`src/pfsc_pkg.sv`:
```
// package of constants and types for the clock control block
package pfsc_pkg;
    // pin function select codes
    localparam logic [1:0] FUN_OE     = 2'h0;
    localparam logic [1:0] FUN_PD     = 2'h1;
    localparam logic [1:0] FUN_SAVER  = 2'h2;
    localparam logic [1:0] FUN_SWITCH = 2'h3;
    // reset-output role is selected by a separate control bit
    localparam logic [1:0] FUN_RESET_VALUE  = FUN_OE;
    localparam logic [1:0] CFG_ZERO         = 2'h0;
    // clock rate and timing
    localparam longint CLK_HZ          = 40000000;
    localparam longint TMO_BASE_MS     = 500;
    localparam longint RST_PULSE_MS    = 250;
    localparam longint TMO_BASE_CYC    = (CLK_HZ * TMO_BASE_MS) / 1000;
    localparam longint RST_PULSE_CYC   = (CLK_HZ * RST_PULSE_MS) / 1000;
    localparam int     DIV_W           = 32;
    localparam int     RAMP_STEP       = 1;
    localparam logic [DIV_W-1:0] DIV_RESET_VALUE = 32'h0000_0000;
    // ramp states
    typedef enum logic [2:0] {
        PFSC_IDLE = 3'b001,
        PFSC_UP   = 3'b010,
        PFSC_DOWN = 3'b100
    } pfsc_ramp_e;
endpackage

```
`src/pfsc_ctrl.sv`:
```
// frequency switch, pin function and output gating control
`timescale 1ns/10ps
`default_nettype none
module pfsc_ctrl #(
    parameter int     DW        = pfsc_pkg::DIV_W,
    parameter longint BASE_CYC  = pfsc_pkg::TMO_BASE_CYC,
    parameter longint PULSE_CYC = pfsc_pkg::RST_PULSE_CYC
) (
    // clock, reset, enable
    input  wire logic          clk,
    input  wire logic          rst_n,
    input  wire logic          ce,
    // staged register writes from the bus engine
    input  wire logic          wr_valid,
    input  wire logic          wr_stop,
    input  wire logic          wr_divider,
    input  wire logic [DW-1:0] wr_divider_data,
    input  wire logic          wr_ctrl,
    input  wire logic [1:0]    wr_pin1_function_select,
    input  wire logic [1:0]    wr_pin3_function_select,
    input  wire logic          wr_freq_switch_enable,
    input  wire logic [1:0]    wr_reg_freq_select,
    input  wire logic [1:0]    wr_config_select,
    input  wire logic          wr_bus_pin_switch_flag,
    input  wire logic          wr_timer_enable,
    input  wire logic [1:0]    wr_timer_interval,
    input  wire logic          wr_reset_out_enable,
    input  wire logic          wr_bus_oe_enable,
    input  wire logic [2:0]    wr_out_enable,
    input  wire logic [7:0]    wr_xtal_tune,
    // pins
    input  wire logic          multi_function_pin_1,
    input  wire logic          multi_function_pin_3,
    input  wire logic          bus_clock_pin,
    input  wire logic          bus_data_select_bit0,
    // pin 1 driven as reset output
    output logic               pin1_out,
    output logic               pin1_oe,
    // vco and output control
    output logic [DW-1:0]      vco_divider,
    output logic               overshoot_limit_ramp,
    output logic [1:0]         freq_select_code,
    output logic               single_ended_out_1_run,
    output logic               single_ended_out_1_low_power,
    output logic               single_ended_out_2_run,
    output logic               single_ended_out_3_run,
    output logic               differential_out_1_run,
    output logic               differential_out_2_run,
    output logic               clk32k_run,
    output logic               xtal_calibration_run,
    output logic [7:0]         xtal_tune_code,
    // status
    output logic               timeout_flag,
    output logic               power_down_active
);
    // committed control state
    logic [DW-1:0] div_slot_reg [4];
    logic [1:0]    pin1_fun_reg;
    logic [1:0]    pin3_fun_reg;
    logic          sw_en_reg;
    logic [1:0]    reg_sel_reg;
    logic [1:0]    cfg_sel_reg;
    logic          bus_flag_reg;
    logic          tmr_en_reg;
    logic [1:0]    tmr_int_reg;
    logic          rst_out_en_reg;
    logic          bus_oe_reg;
    logic [2:0]    out_en_reg;
    logic [7:0]    xtal_reg;
    logic          sel_force_zero_reg;
    logic          switch_kill_reg;
    logic          reset_seen_reg;
    logic [1:0]    sel_next;
    logic          expire;
    logic          reset_pulse;
    logic          commit;

    // staged bytes take effect only on the stop condition
    assign commit = ce && wr_valid && wr_stop;

    // stored divider slots, one per configuration
    always_ff @(posedge clk or negedge rst_n) begin
        if (!rst_n) begin
            for (int i = 0; i < 4; i++) div_slot_reg[i] <= pfsc_pkg::DIV_RESET_VALUE;
        end else if (commit && wr_divider) begin
            div_slot_reg[wr_config_select] <= wr_divider_data;
        end
    end

    // control register commit; pin functions reset to output enable
    always_ff @(posedge clk or negedge rst_n) begin
        if (!rst_n) begin
            pin1_fun_reg   <= pfsc_pkg::FUN_RESET_VALUE;
            pin3_fun_reg   <= pfsc_pkg::FUN_RESET_VALUE;
            sw_en_reg      <= 1'b0;
            reg_sel_reg    <= pfsc_pkg::CFG_ZERO;
            cfg_sel_reg    <= pfsc_pkg::CFG_ZERO;
            bus_flag_reg   <= 1'b0;
            tmr_en_reg     <= 1'b0;
            tmr_int_reg    <= 2'h0;
            rst_out_en_reg <= 1'b0;
            bus_oe_reg     <= 1'b1;
            out_en_reg     <= 3'h7;
            xtal_reg       <= 8'h00;
        end else if (commit && wr_ctrl) begin
            pin1_fun_reg   <= wr_pin1_function_select;
            pin3_fun_reg   <= wr_pin3_function_select;
            sw_en_reg      <= wr_freq_switch_enable;
            reg_sel_reg    <= wr_reg_freq_select;
            cfg_sel_reg    <= wr_config_select;
            bus_flag_reg   <= wr_bus_pin_switch_flag;
            tmr_en_reg     <= wr_timer_enable;
            tmr_int_reg    <= wr_timer_interval;
            rst_out_en_reg <= wr_reset_out_enable;
            bus_oe_reg     <= wr_bus_oe_enable;
            out_en_reg     <= wr_out_enable;
            xtal_reg       <= wr_xtal_tune;
        end
    end

    // expiry forces config zero; the reset pulse ending disables switching.
    // a control register write after the pulse ends re-arms both.
    always_ff @(posedge clk or negedge rst_n) begin
        if (!rst_n) begin
            sel_force_zero_reg <= 1'b0;
            reset_seen_reg     <= 1'b0;
            switch_kill_reg    <= 1'b0;
        end else if (ce) begin
            if (expire && sw_en_reg) begin
                sel_force_zero_reg <= 1'b1;
                reset_seen_reg     <= 1'b1;
            end else if (commit && wr_ctrl) begin
                sel_force_zero_reg <= 1'b0;
                switch_kill_reg    <= 1'b0;
            end else if (reset_seen_reg && !reset_pulse) begin
                reset_seen_reg  <= 1'b0;
                switch_kill_reg <= 1'b1;
            end
        end
    end

    // select source priority
    always_comb begin
        sel_next = 2'h0;
        if (!sw_en_reg || switch_kill_reg || sel_force_zero_reg) begin
            sel_next = pfsc_pkg::CFG_ZERO;
        end else if (pin1_fun_reg == pfsc_pkg::FUN_SWITCH) begin
            if (pin3_fun_reg == pfsc_pkg::FUN_SWITCH)
                sel_next = {multi_function_pin_3, multi_function_pin_1};
            else
                sel_next = {1'b0, multi_function_pin_1};
        end else if (pin3_fun_reg == pfsc_pkg::FUN_SWITCH) begin
            sel_next = pfsc_pkg::CFG_ZERO; // unsupported by host contract
        end else if (!bus_flag_reg) begin
            sel_next = {bus_clock_pin, bus_data_select_bit0};
        end else begin
            sel_next = reg_sel_reg;
        end
    end

    // registered select; data output from a flip-flop
    always_ff @(posedge clk or negedge rst_n) begin
        if (!rst_n) freq_select_code <= pfsc_pkg::CFG_ZERO;
        else if (ce) freq_select_code <= sel_next;
    end

    // ramp from present divider to target slot
    pfsc_ramp #(.W(DW)) u_ramp (
        .clk     (clk),
        .rst_n   (rst_n),
        .ce      (ce),
        .target  (div_slot_reg[freq_select_code]),
        .current (vco_divider),
        .ramping (overshoot_limit_ramp)
    );

    // watchdog timer
    pfsc_timer #(.BASE_CYC(BASE_CYC), .PULSE_CYC(PULSE_CYC)) u_timer (
        .clk              (clk),
        .rst_n            (rst_n),
        .ce               (ce),
        .timer_enable     (tmr_en_reg),
        .interval_sel     (tmr_int_reg),
        .reset_out_enable (rst_out_en_reg),
        .timeout_flag     (timeout_flag),
        .expire_pulse     (expire),
        .reset_pulse      (reset_pulse)
    );

    // pin 1 doubles as reset output, active low, while reset control is set
    assign pin1_oe  = rst_out_en_reg;
    assign pin1_out = !reset_pulse;

    // output gating: power-down dominates, then bus enable, then own enable
    logic pd_low;
    logic outs_ok;
    logic saver_down;
    assign pd_low     = (pin1_fun_reg == pfsc_pkg::FUN_PD) && !multi_function_pin_1;
    assign outs_ok    = !pd_low && bus_oe_reg;
    assign saver_down = (pin1_fun_reg == pfsc_pkg::FUN_SAVER) && !multi_function_pin_1;

    // outputs are registered so every run line is clean from reset
    always_ff @(posedge clk or negedge rst_n) begin
        if (!rst_n) begin
            single_ended_out_1_run       <= 1'b0;
            single_ended_out_1_low_power <= 1'b0;
            single_ended_out_2_run       <= 1'b0;
            single_ended_out_3_run       <= 1'b0;
            differential_out_1_run       <= 1'b0;
            differential_out_2_run       <= 1'b0;
            power_down_active            <= 1'b0;
        end else if (ce) begin
            // only output 1 sees the pin in output-enable mode
            single_ended_out_1_run <= outs_ok && out_en_reg[0] && !saver_down
                && !((pin1_fun_reg == pfsc_pkg::FUN_OE) && !multi_function_pin_1);
            single_ended_out_1_low_power <= saver_down && !pd_low;
            single_ended_out_2_run <= outs_ok && out_en_reg[1];
            single_ended_out_3_run <= outs_ok && out_en_reg[2];
            differential_out_1_run <= outs_ok && out_en_reg[1];
            differential_out_2_run <= outs_ok && out_en_reg[2];
            power_down_active      <= pd_low;
        end
    end

    // the 32 khz clock and calibration free-run through power-down
    assign clk32k_run           = 1'b1;
    assign xtal_calibration_run = 1'b1;
    assign xtal_tune_code       = xtal_reg;

    a_pd_stops: assert property (@(posedge clk) disable iff (!rst_n)
        (ce && pd_low) |=> !single_ended_out_2_run && !differential_out_1_run)
        else $error("output runs during power down");
    a_oe_gates: assert property (@(posedge clk) disable iff (!rst_n)
        (ce && pin1_fun_reg == pfsc_pkg::FUN_OE && !multi_function_pin_1)
        |=> !single_ended_out_1_run)
        else $error("output enable pin did not gate output 1");
    a_sel_off: assert property (@(posedge clk) disable iff (!rst_n)
        (ce && !sw_en_reg) |=> freq_select_code == 2'h0)
        else $error("select not zero with switching off");
    a_sel_bus: assert property (@(posedge clk) disable iff (!rst_n)
        (ce && sw_en_reg && !switch_kill_reg && !sel_force_zero_reg
         && pin1_fun_reg != 2'h3 && pin3_fun_reg != 2'h3 && !bus_flag_reg)
        |=> freq_select_code == $past({bus_clock_pin, bus_data_select_bit0}))
        else $error("bus pin select not taken");
    a_sel_reg: assert property (@(posedge clk) disable iff (!rst_n)
        (ce && sw_en_reg && !switch_kill_reg && !sel_force_zero_reg
         && pin1_fun_reg != 2'h3 && pin3_fun_reg != 2'h3 && bus_flag_reg)
        |=> freq_select_code == $past(reg_sel_reg))
        else $error("register select not taken");
    a_expire_zero: assert property (@(posedge clk) disable iff (!rst_n)
        (expire && sw_en_reg) |=> ##1 freq_select_code == 2'h0)
        else $error("expiry did not return to config zero");
    a_slot_write: assert property (@(posedge clk) disable iff (!rst_n)
        (commit && wr_divider) |=> div_slot_reg[$past(wr_config_select)]
        == $past(wr_divider_data))
        else $error("divider slot not written");
    a_saver_swap: assert property (@(posedge clk) disable iff (!rst_n)
        (ce && saver_down && !pd_low) |=> single_ended_out_1_low_power
        && !single_ended_out_1_run)
        else $error("saver did not swap to low power clock");
    // bus enable off must stop all five run outputs, whatever the pin does
    a_bus_oe_off: assert property (@(posedge clk) disable iff (!rst_n)
        (ce && !bus_oe_reg) |=> !single_ended_out_1_run && !single_ended_out_2_run
        && !single_ended_out_3_run && !differential_out_1_run && !differential_out_2_run)
        else $error("output runs with bus enable off");
    // a staged write without its stop must leave the crystal tune register alone
    a_stop_hold: assert property (@(posedge clk) disable iff (!rst_n)
        (ce && wr_valid && !wr_stop) |=> $stable(xtal_reg))
        else $error("staged write landed without stop");
endmodule
`default_nettype wire

```
`src/pfsc_ramp.sv`:
```
// overshoot-limiting ramp of the feedback divider toward a target
`timescale 1ns/10ps
`default_nettype none
module pfsc_ramp #(
    parameter int W = 32
) (
    // clock and reset
    input  wire logic         clk,
    input  wire logic         rst_n,
    input  wire logic         ce,
    // target and output
    input  wire logic [W-1:0] target,
    output logic      [W-1:0] current,
    output logic              ramping
);
    pfsc_pkg::pfsc_ramp_e state_reg;
    logic [W-1:0] cur_reg;

    // step one code per cycle so the vco never jumps past the target
    always_ff @(posedge clk or negedge rst_n) begin
        if (!rst_n) begin
            state_reg <= pfsc_pkg::PFSC_IDLE;
            cur_reg   <= pfsc_pkg::DIV_RESET_VALUE;
        end else if (ce) begin
            case (state_reg)
                pfsc_pkg::PFSC_IDLE: begin
                    if (target > cur_reg) state_reg <= pfsc_pkg::PFSC_UP;
                    else if (target < cur_reg) state_reg <= pfsc_pkg::PFSC_DOWN;
                end
                pfsc_pkg::PFSC_UP: begin
                    if (target > cur_reg) cur_reg <= cur_reg + W'(pfsc_pkg::RAMP_STEP);
                    else state_reg <= pfsc_pkg::PFSC_IDLE;
                end
                pfsc_pkg::PFSC_DOWN: begin
                    if (target < cur_reg) cur_reg <= cur_reg - W'(pfsc_pkg::RAMP_STEP);
                    else state_reg <= pfsc_pkg::PFSC_IDLE;
                end
                default: state_reg <= pfsc_pkg::PFSC_IDLE;
            endcase
        end
    end

    assign current = cur_reg;
    assign ramping = (state_reg != pfsc_pkg::PFSC_IDLE);
endmodule
`default_nettype wire

```
`src/pfsc_timer.sv`:
```
// watchdog timer with timeout flag and reset-out pulse
`timescale 1ns/10ps
`default_nettype none
module pfsc_timer #(
    parameter longint BASE_CYC  = pfsc_pkg::TMO_BASE_CYC,
    parameter longint PULSE_CYC = pfsc_pkg::RST_PULSE_CYC
) (
    // clock and reset
    input  wire logic       clk,
    input  wire logic       rst_n,
    input  wire logic       ce,
    // control
    input  wire logic       timer_enable,
    input  wire logic [1:0] interval_sel,
    input  wire logic       reset_out_enable,
    // status
    output logic            timeout_flag,
    output logic            expire_pulse,
    output logic            reset_pulse
);
    logic [31:0] cnt_reg;
    logic [31:0] pulse_reg;
    logic        flag_reg;
    logic [31:0] limit;
    logic        expire;

    // interval is 0.5 s shifted left by the select: 0.5, 1, 2, 4 s
    assign limit  = 32'(BASE_CYC) << interval_sel;
    assign expire = ce && timer_enable && !flag_reg && (cnt_reg == limit - 32'h1);

    // count while enabled and the flag is clear, restart when disabled
    always_ff @(posedge clk or negedge rst_n) begin
        if (!rst_n) cnt_reg <= 32'h0;
        else if (ce) begin
            if (!timer_enable || flag_reg) cnt_reg <= 32'h0;
            else cnt_reg <= cnt_reg + 32'h1;
        end
    end

    // set on expiry, clear by writing enable to 0; set wins
    always_ff @(posedge clk or negedge rst_n) begin
        if (!rst_n) flag_reg <= 1'b0;
        else if (expire) flag_reg <= 1'b1;
        else if (ce && !timer_enable) flag_reg <= 1'b0;
    end

    // reset-out pulse of fixed length
    always_ff @(posedge clk or negedge rst_n) begin
        if (!rst_n) pulse_reg <= 32'h0;
        else if (ce) begin
            if (expire && reset_out_enable) pulse_reg <= 32'(PULSE_CYC);
            else if (pulse_reg != 32'h0) pulse_reg <= pulse_reg - 32'h1;
        end
    end

    assign timeout_flag = flag_reg;
    assign expire_pulse = expire;
    assign reset_pulse  = (pulse_reg != 32'h0);

    a_pulse_length: assert property (@(posedge clk) disable iff (!rst_n)
        (expire && reset_out_enable) |=> (pulse_reg == 32'(PULSE_CYC)))
        else $error("reset pulse length not loaded");
    a_flag_set: assert property (@(posedge clk) disable iff (!rst_n)
        expire |=> timeout_flag)
        else $error("timeout flag not set on expiry");
endmodule
`default_nettype wire

```
`config.mk`:
```
export PLATFORM = sky130hd
export DESIGN_NAME = pfsc_ctrl
export DESIGN_NICKNAME = d
export VERILOG_FILES = /design/src/pfsc_pkg.sv /design/src/pfsc_ctrl.sv /design/src/pfsc_ramp.sv /design/src/pfsc_timer.sv
export SDC_FILE = /design/constraint.sdc
export NUM_CORES = 1
export LEC_CHECK = 0
export ABC_AREA = 1
export BUFFER_PORTS_ARGS = -buffer_cell sky130_fd_sc_hd__clkbuf_2
export CORE_MARGIN = 5
export CORE_UTILIZATION = 60
export CTS_BUF_LIST = sky130_fd_sc_hd__clkbuf_8
export CTS_CLUSTER_DIAMETER = 60
export DETAILED_ROUTE_END_ITERATION = 10
export PLACE_DENSITY_LB_ADDON = 0.15
export SYNTH_ARGS = -nofsm -noshare
export SYNTH_HDL_FRONTEND = slang
export SYNTH_SLANG_ARGS = --single-unit
```
`constraint.sdc`:
```
create_clock -name clk -period 4.8 [get_ports clk]
set_clock_uncertainty 0.2 [all_clocks]
set_input_delay 0 -clock clk [delete_from_list [all_inputs] [get_ports clk]]
set_output_delay 0 -clock clk [all_outputs]
set_load 0.05 [all_outputs]
```
==> flow_summary.json, run 1 <==
{
  "status": "complete, no violations",
  "fp.dieArea_sq_um": 29700,
  "grt_pass1_wl_um": 79200,
  "finalSetupTns_ns": 0,
  "clk_path_buf_depth": 3,
  "max_freq_mhz": 244,
  "io_buffers": 121,
  "hold_path.class": "input port to flop",
  "startpoint_type": "flop",
  "reg2reg_slack_ns": 0.71,
  "syn_to_final_growth_pct": 18.7,
  "dominantRegCellSynth": "dfrtp_1",
  "wire_per_inst_um": 18.1,
  "synthesis.area_sq_um": 15800,
  "worstMarginPinSlew_ns": 1.04,
  "via_count": 15800,
  "insertion_delay_ns": 0.57,
  "ant_nets": 0,
  "layout-drive-gt1-share": 0.0934,
  "powerDensity_nw_per_um2": 518,
  "layout_common_cells": "nand2_1, dfrtp_1, nor2_1",
  "root_buffer": "clkbuf_8",
  "syn_area_per_cell_sq_um": 7.35,
  "critPathKind": "flop to flop",
  "cp-end-kind": "flop",
  "post-route-util": 0.722,
  "hold_viol": 0,
  "gr-total-overflow": 0,
  "grt_max_degree": 104,
  "ir_drop_mv": 0.432,
  "slowest_delay_ns": 0.78,
  "start_util": 0.608,
  "cts-hold-fix-buffers": 127,
  "clk_pin_slew_ns": 0.06,
  "grt_pass1_vias": 15200,
  "synth_top_area_frac": 0.407,
  "core_area_sq_um": 26000,
  "reg2reg_depth": 16,
  "ys_ff_latch": 262,
  "cts_sinks": 262,
  "regToRegEndpoint": "u_ramp.current[8]",
  "synthArstFlopShare": 1.00,
  "synth_edf_count": 0,
  "critical_path_arrival_ns": 4.36,
  "min_to": "div_slot_reg[29]",
  "hp-start": "wr_divider_data[29]",
  "cpMostUsedCell": "nand2_1",
  "num_io_pins": 124,
  "synth.largest_area_cell": "dfrtp_1",
  "drt_iter0_markers": 1478,
  "die-width_um": 172,
  "routed_wl_um": 49700,
  "period_needed_ns": 4.09,
  "drv_slew": 0,
  "finalSetupViolCount": 0,
  "final_nets": 2517,
  "grt_antenna_before_repair": 1,
  "track_usage": 0.335,
  "synthCells": 2148,
  "r2r-start": "freq_select_code[0]",
  "synth_seq_area_share": 0.415,
  "htree_levels": 2,
  "cts_tree": "done",
  "critPathRequiredTime_ns": 5.07,
  "vias_per_cell": 5.77,
  "largest_register_ffs": 128,
  "worstHoldPathCells": 4,
  "leakage_nw": 9.59,
  "slew-limit-headroom": 0.306,
  "fillerInstances": 2040,
  "cts_buffers": 45,
  "gp_congestion": 0.974,
  "path_cells": "inv_2 -> buf_4 -> o21ai_0 -> o22ai_1 -> ha_1 -> a21oi_1 -> o21ai_0 -> nand2_1 -> nand2_1 -> a21oi_1 -> nand2_1 -> nand3_1 -> nand2_1 -> nand2_1 -> nand2_1 -> nand2_1",
  "cp_slowest_cell": "nand2_1",
  "placement_rows": 59,
  "synth_cell_types": 51,
  "post_cts_resize_count": 0,
  "die_h_um": 172,
  "hpwl_um": 32000,
  "drc_errors": 0,
  "postCtsSetupBuffers": 0,
  "yosys_warnings": 0,
  "firstDrtPassIters": 6,
  "layout_commonest_cell": "nand2_1",
  "max-cap-violations": 0,
  "crit_fanout": 32,
  "rsz0062_at_grt": "false",
  "synth.area.top_cells": "dfrtp_1, nand2_1, o21ai_0",
  "min_period_over_period": 0.853
}
how the worst max path moves through the flow:
stage | endpoint | slack, ns | from | depth (start not counted)
2_1_floorplan | u_ramp.current[30] | 0.39 | u_ramp.state_reg[1] | 13
3_3_place_gp | u_ramp.current[31] | 1.10 | freq_select_code[0] | 16
3_5_place_dp | u_ramp.current[19] | 0.91 | freq_select_code[0] | 16
4_1_cts | u_ramp.current[20] | 0.83 | freq_select_code[0] | 16
5_1_grt | u_ramp.current[8] | 0.32 | freq_select_code[0] | 16
6_report | u_ramp.current[8] | 0.71 | freq_select_code[0] | 16
critical path: cells and delay by family (launching register included):
family                   cells  cell delay [ns]
AND/OR/NAND/NOR              8             1.63
AO/OA/AOI/OAI                5             0.75
buffers and inverters        2             0.72
flip-flops                   1             0.40
adder cells (fa/ha/maj)      1             0.27
per-stage QoR:
stage	instance area (sq um)	setup WS [ns]	std cells	hold WS, ns	power, mW
global placement	16600	1.10	2535	-0.0299	7.41
global route	18800	0.317	2745	0.0686	10.4
floorplan	15800	0.391	2149	-0.496	6.26
CTS	18800	0.827	2745	0.0350	9.62
finish	18800	0.706	2746	0.0748	9.72
detailed placement	16600	0.915	2535	-0.0287	7.52
synth_stat cells (2+ instances only):
cell type  count
buf_2         10
buf_6          4
nor3_2         3
nor3_1        28
a21boi_0       4
nand4_2        2
xnor2_1       19
and2_1         2
nor2_2         5
ha_1          73
xor2_1        46
inv_1        215
o21bai_1       5
o22ai_1       40
nand3_1      114
nand2_1      572
a21o_1         4
inv_2          3
clkbuf_1      64
or2_2          4
nor4_1        12
and3_1         2
nand3b_1      20
o21a_1         3
a22oi_1        6
o21ai_0      227
dfrtp_1      257
a32o_1         3
buf_4          6
nand4_1       35
a21oi_1       92
nor2_1       242
a31oi_1        4
dfstp_2        5
final cells by class:
class / instances / area [sq um] / share of cell area
tap: 335 / 419 / 0.0223
antenna: 1 / 2.50 / 0.000133
sequential: 262 / 6560 / 0.350
clock buffer: 53 / 729 / 0.0389
clock inverter: 30 / 145 / 0.00774
inverter: 219 / 822 / 0.0438
multi-input combinational: 1583 / 8040 / 0.429
timing repair buffer: 263 / 2030 / 0.108
power breakdown:
group / internal, mW / leakage, nW / switching (mW)
logic: 1.50 / 5.66 / 2.96
clock network: 1.01 / 0.538 / 0.935
registers: 2.71 / 3.39 / 0.607
total: 5.22 / 9.59 / 4.50
per-layer routing:
layer | share of wire | GRT usage | vias to the layer above | routed length (um)
met1 | 0.39 | 0.424 | 7496 | 19400
met3 | 0.071 | 0.0517 | 140 | 3520
met5 | 0.00028 | 0 | - | 14
li1 | - | - | 7501 | -
met2 | 0.50 | 0.582 | 706 | 24900
met4 | 0.038 | 0.124 | 2 | 1880
cells by family after synthesis:
| logic type | Yosys count | synth area share |
|---|---|---|
| other cells | 1 | 0.000237 |
| compound gates | 396 | 0.135 |
| simple gates | 1046 | 0.278 |
| buf+inv | 304 | 0.0764 |
| fa+ha+maj | 74 | 0.0591 |
| xor+xnor | 65 | 0.0360 |
| flops | 262 | 0.415 |
No activity file was read; power rests on OpenSTA's default activity.
==> run 2, diff against run 1 <==
--- a/config.mk
+++ b/config.mk
@@ -6,7 +6,7 @@
 export NUM_CORES = 1
 export LEC_CHECK = 0
 export ABC_AREA = 1
-export BUFFER_PORTS_ARGS = -buffer_cell sky130_fd_sc_hd__clkbuf_2
+export BUFFER_PORTS_ARGS = -buffer_cell sky130_fd_sc_hd__buf_2
 export CORE_MARGIN = 5
 export CORE_UTILIZATION = 60
 export CTS_BUF_LIST = sky130_fd_sc_hd__clkbuf_8
==> run 2 against run 1 <==
Sequential power about the same. Sequential share of layout area down 0.063 points. Die area unchanged. Count of clock-buffer cells in the layout up 5. Largest cell class unchanged. Highest routed layer unchanged.
==> flow_summary.json, run 2 (synthesis results as in run 1) <==
{
  "layout_commonest_cell": "nand2_1",
  "period_needed_ns": 4.18,
  "rsz0062_at_grt": "false",
  "grt_antenna_before_repair": 2,
  "syn_to_final_growth_pct": 18.9,
  "die_h_um": 172,
  "ir_drop_mv": 0.450,
  "powerDensity_nw_per_um2": 525,
  "cts-hold-fix-buffers": 126,
  "startpoint_type": "flop",
  "wire_per_inst_um": 18.1,
  "track_usage": 0.334,
  "routed_wl_um": 49600,
  "slew-limit-headroom": 0.202,
  "firstDrtPassIters": 6,
  "worstHoldPathCells": 4,
  "start_util": 0.608,
  "num_io_pins": 124,
  "critPathRequiredTime_ns": 5.02,
  "cts_tree": "done",
  "grt_pass1_vias": 15500,
  "pre_cts_ws_ns": 0.744,
  "worstMarginPinSlew_ns": 1.19,
  "placement_rows": 59,
  "hold_viol": 0,
  "vias_per_cell": 5.77,
  "status": "complete, no violations",
  "fp.dieArea_sq_um": 29700,
  "placed_cells": 2536,
  "insertion_delay_ns": 0.56,
  "clk_path_buf_depth": 3,
  "grt_pass1_wl_um": 79400,
  "crit_fanout": 36,
  "grt_max_degree": 112,
  "finalSetupViolCount": 0,
  "dpl_cell_area_sq_um": 16600,
  "root_buffer": "clkbuf_8",
  "gr-total-overflow": 0,
  "post-layout-total-power_mw": 9.86,
  "max_freq_mhz": 239,
  "hpwl_um": 32700,
  "drv_slew": 0,
  "via_count": 15800,
  "io_buffers": 121,
  "hold_path.class": "input port to flop",
  "htree_levels": 2,
  "worst_slack_ns": 0.620,
  "clk_pin_slew_ns": 0.07,
  "max-cap-violations": 0,
  "final_nets": 2516,
  "drt_iter0_markers": 1302,
  "cts_buffers": 44,
  "largest_register_ffs": 128,
  "drc_errors": 0,
  "fillerInstances": 2039,
  "post_cts_resize_count": 0,
  "min_period_over_period": 0.871,
  "die-width_um": 172,
  "cp-end-kind": "flop",
  "postCtsSetupBuffers": 0,
  "fin_area_sq_um": 18800,
  "layout-drive-gt1-share": 0.0979,
  "cts_sinks": 262,
  "layout_common_cells": "nand2_1, dfrtp_1, nor2_1",
  "leakage_nw": 9.55,
  "critPathKind": "flop to flop",
  "critical_path_arrival_ns": 4.40,
  "reg2reg_depth": 16,
  "gp_congestion": 0.970,
  "finalSetupTns_ns": 0,
  "final_cells": 2736,
  "ant_nets": 0,
  "core_area_sq_um": 26000
}
run 2: critical path: stages (launching register included):
cell	delay (ns)
dfrtp_2	0.41
inv_2	0.45
buf_4	0.35
o21ai_0	0.11
o22ai_1	0.16
ha_1	0.17
nand4_1	0.11
nor3_1	0.34
nand3_1	0.13
inv_1	0.11
nand2_1	0.07
nand2_1	0.11
nand3_1	0.17
nand2_1	0.13
nand2_1	0.64
nand2_1	0.27
nand2_1	0.08
run 2: report_power, final:
group	switching [mW]	leakage, nW	internal, mW
sequential	0.595	3.39	2.71
combinational	2.96	5.66	1.50
clock	0.913	0.500	1.18
run 2: area by class of cell:
type / instances / area, sq um / share of cell area
inverters: 219 / 822 / 0.0438
diodes: 1 / 2.50 / 0.000133
repair buffers: 263 / 2010 / 0.107
clock inverters: 15 / 125 / 0.00666
clock buffers: 58 / 798 / 0.0425
flip-flops and latches: 262 / 6560 / 0.349
multi-input cells: 1583 / 8040 / 0.428
well taps: 335 / 419 / 0.0223
run 2: final timing paths:
path,endpoint,slack [ns],from
max in group asynchronous,div_slot_reg[45],3.30,rst_n
setup reg to reg,u_ramp.current[6],0.62,freq_select_code[0]
min in group asynchronous,out_en_reg[2],0.39,rst_n
hold / removal,pin1_fun_reg[1],0.05,wr_pin1_function_select[1]
setup / recovery,u_ramp.current[6],0.62,freq_select_code[0]
hold reg to reg,div_slot_reg[47],0.28,div_slot_reg[47]
run 2: through the flow:
| step | hold slack [ns] | utilization |
|---|---|---|
| final | 0.0511 | 0.723 |
| after global routing | 0.0539 | 0.723 |
| after CTS | 0.00160 | 0.723 |
| after detailed placement | -0.0307 | 0.638 |
| after global placement | -0.0357 | 0.638 |
| after floorplan | -0.496 | - |
run 2: layer usage:
layer	vias up	global-route usage	wire [um]
li1	7470	-	-
met1	7478	0.417	20100
met2	683	0.571	24000
met3	159	0.0567	3230
met4	4	0.147	2260
met5	-	0	27
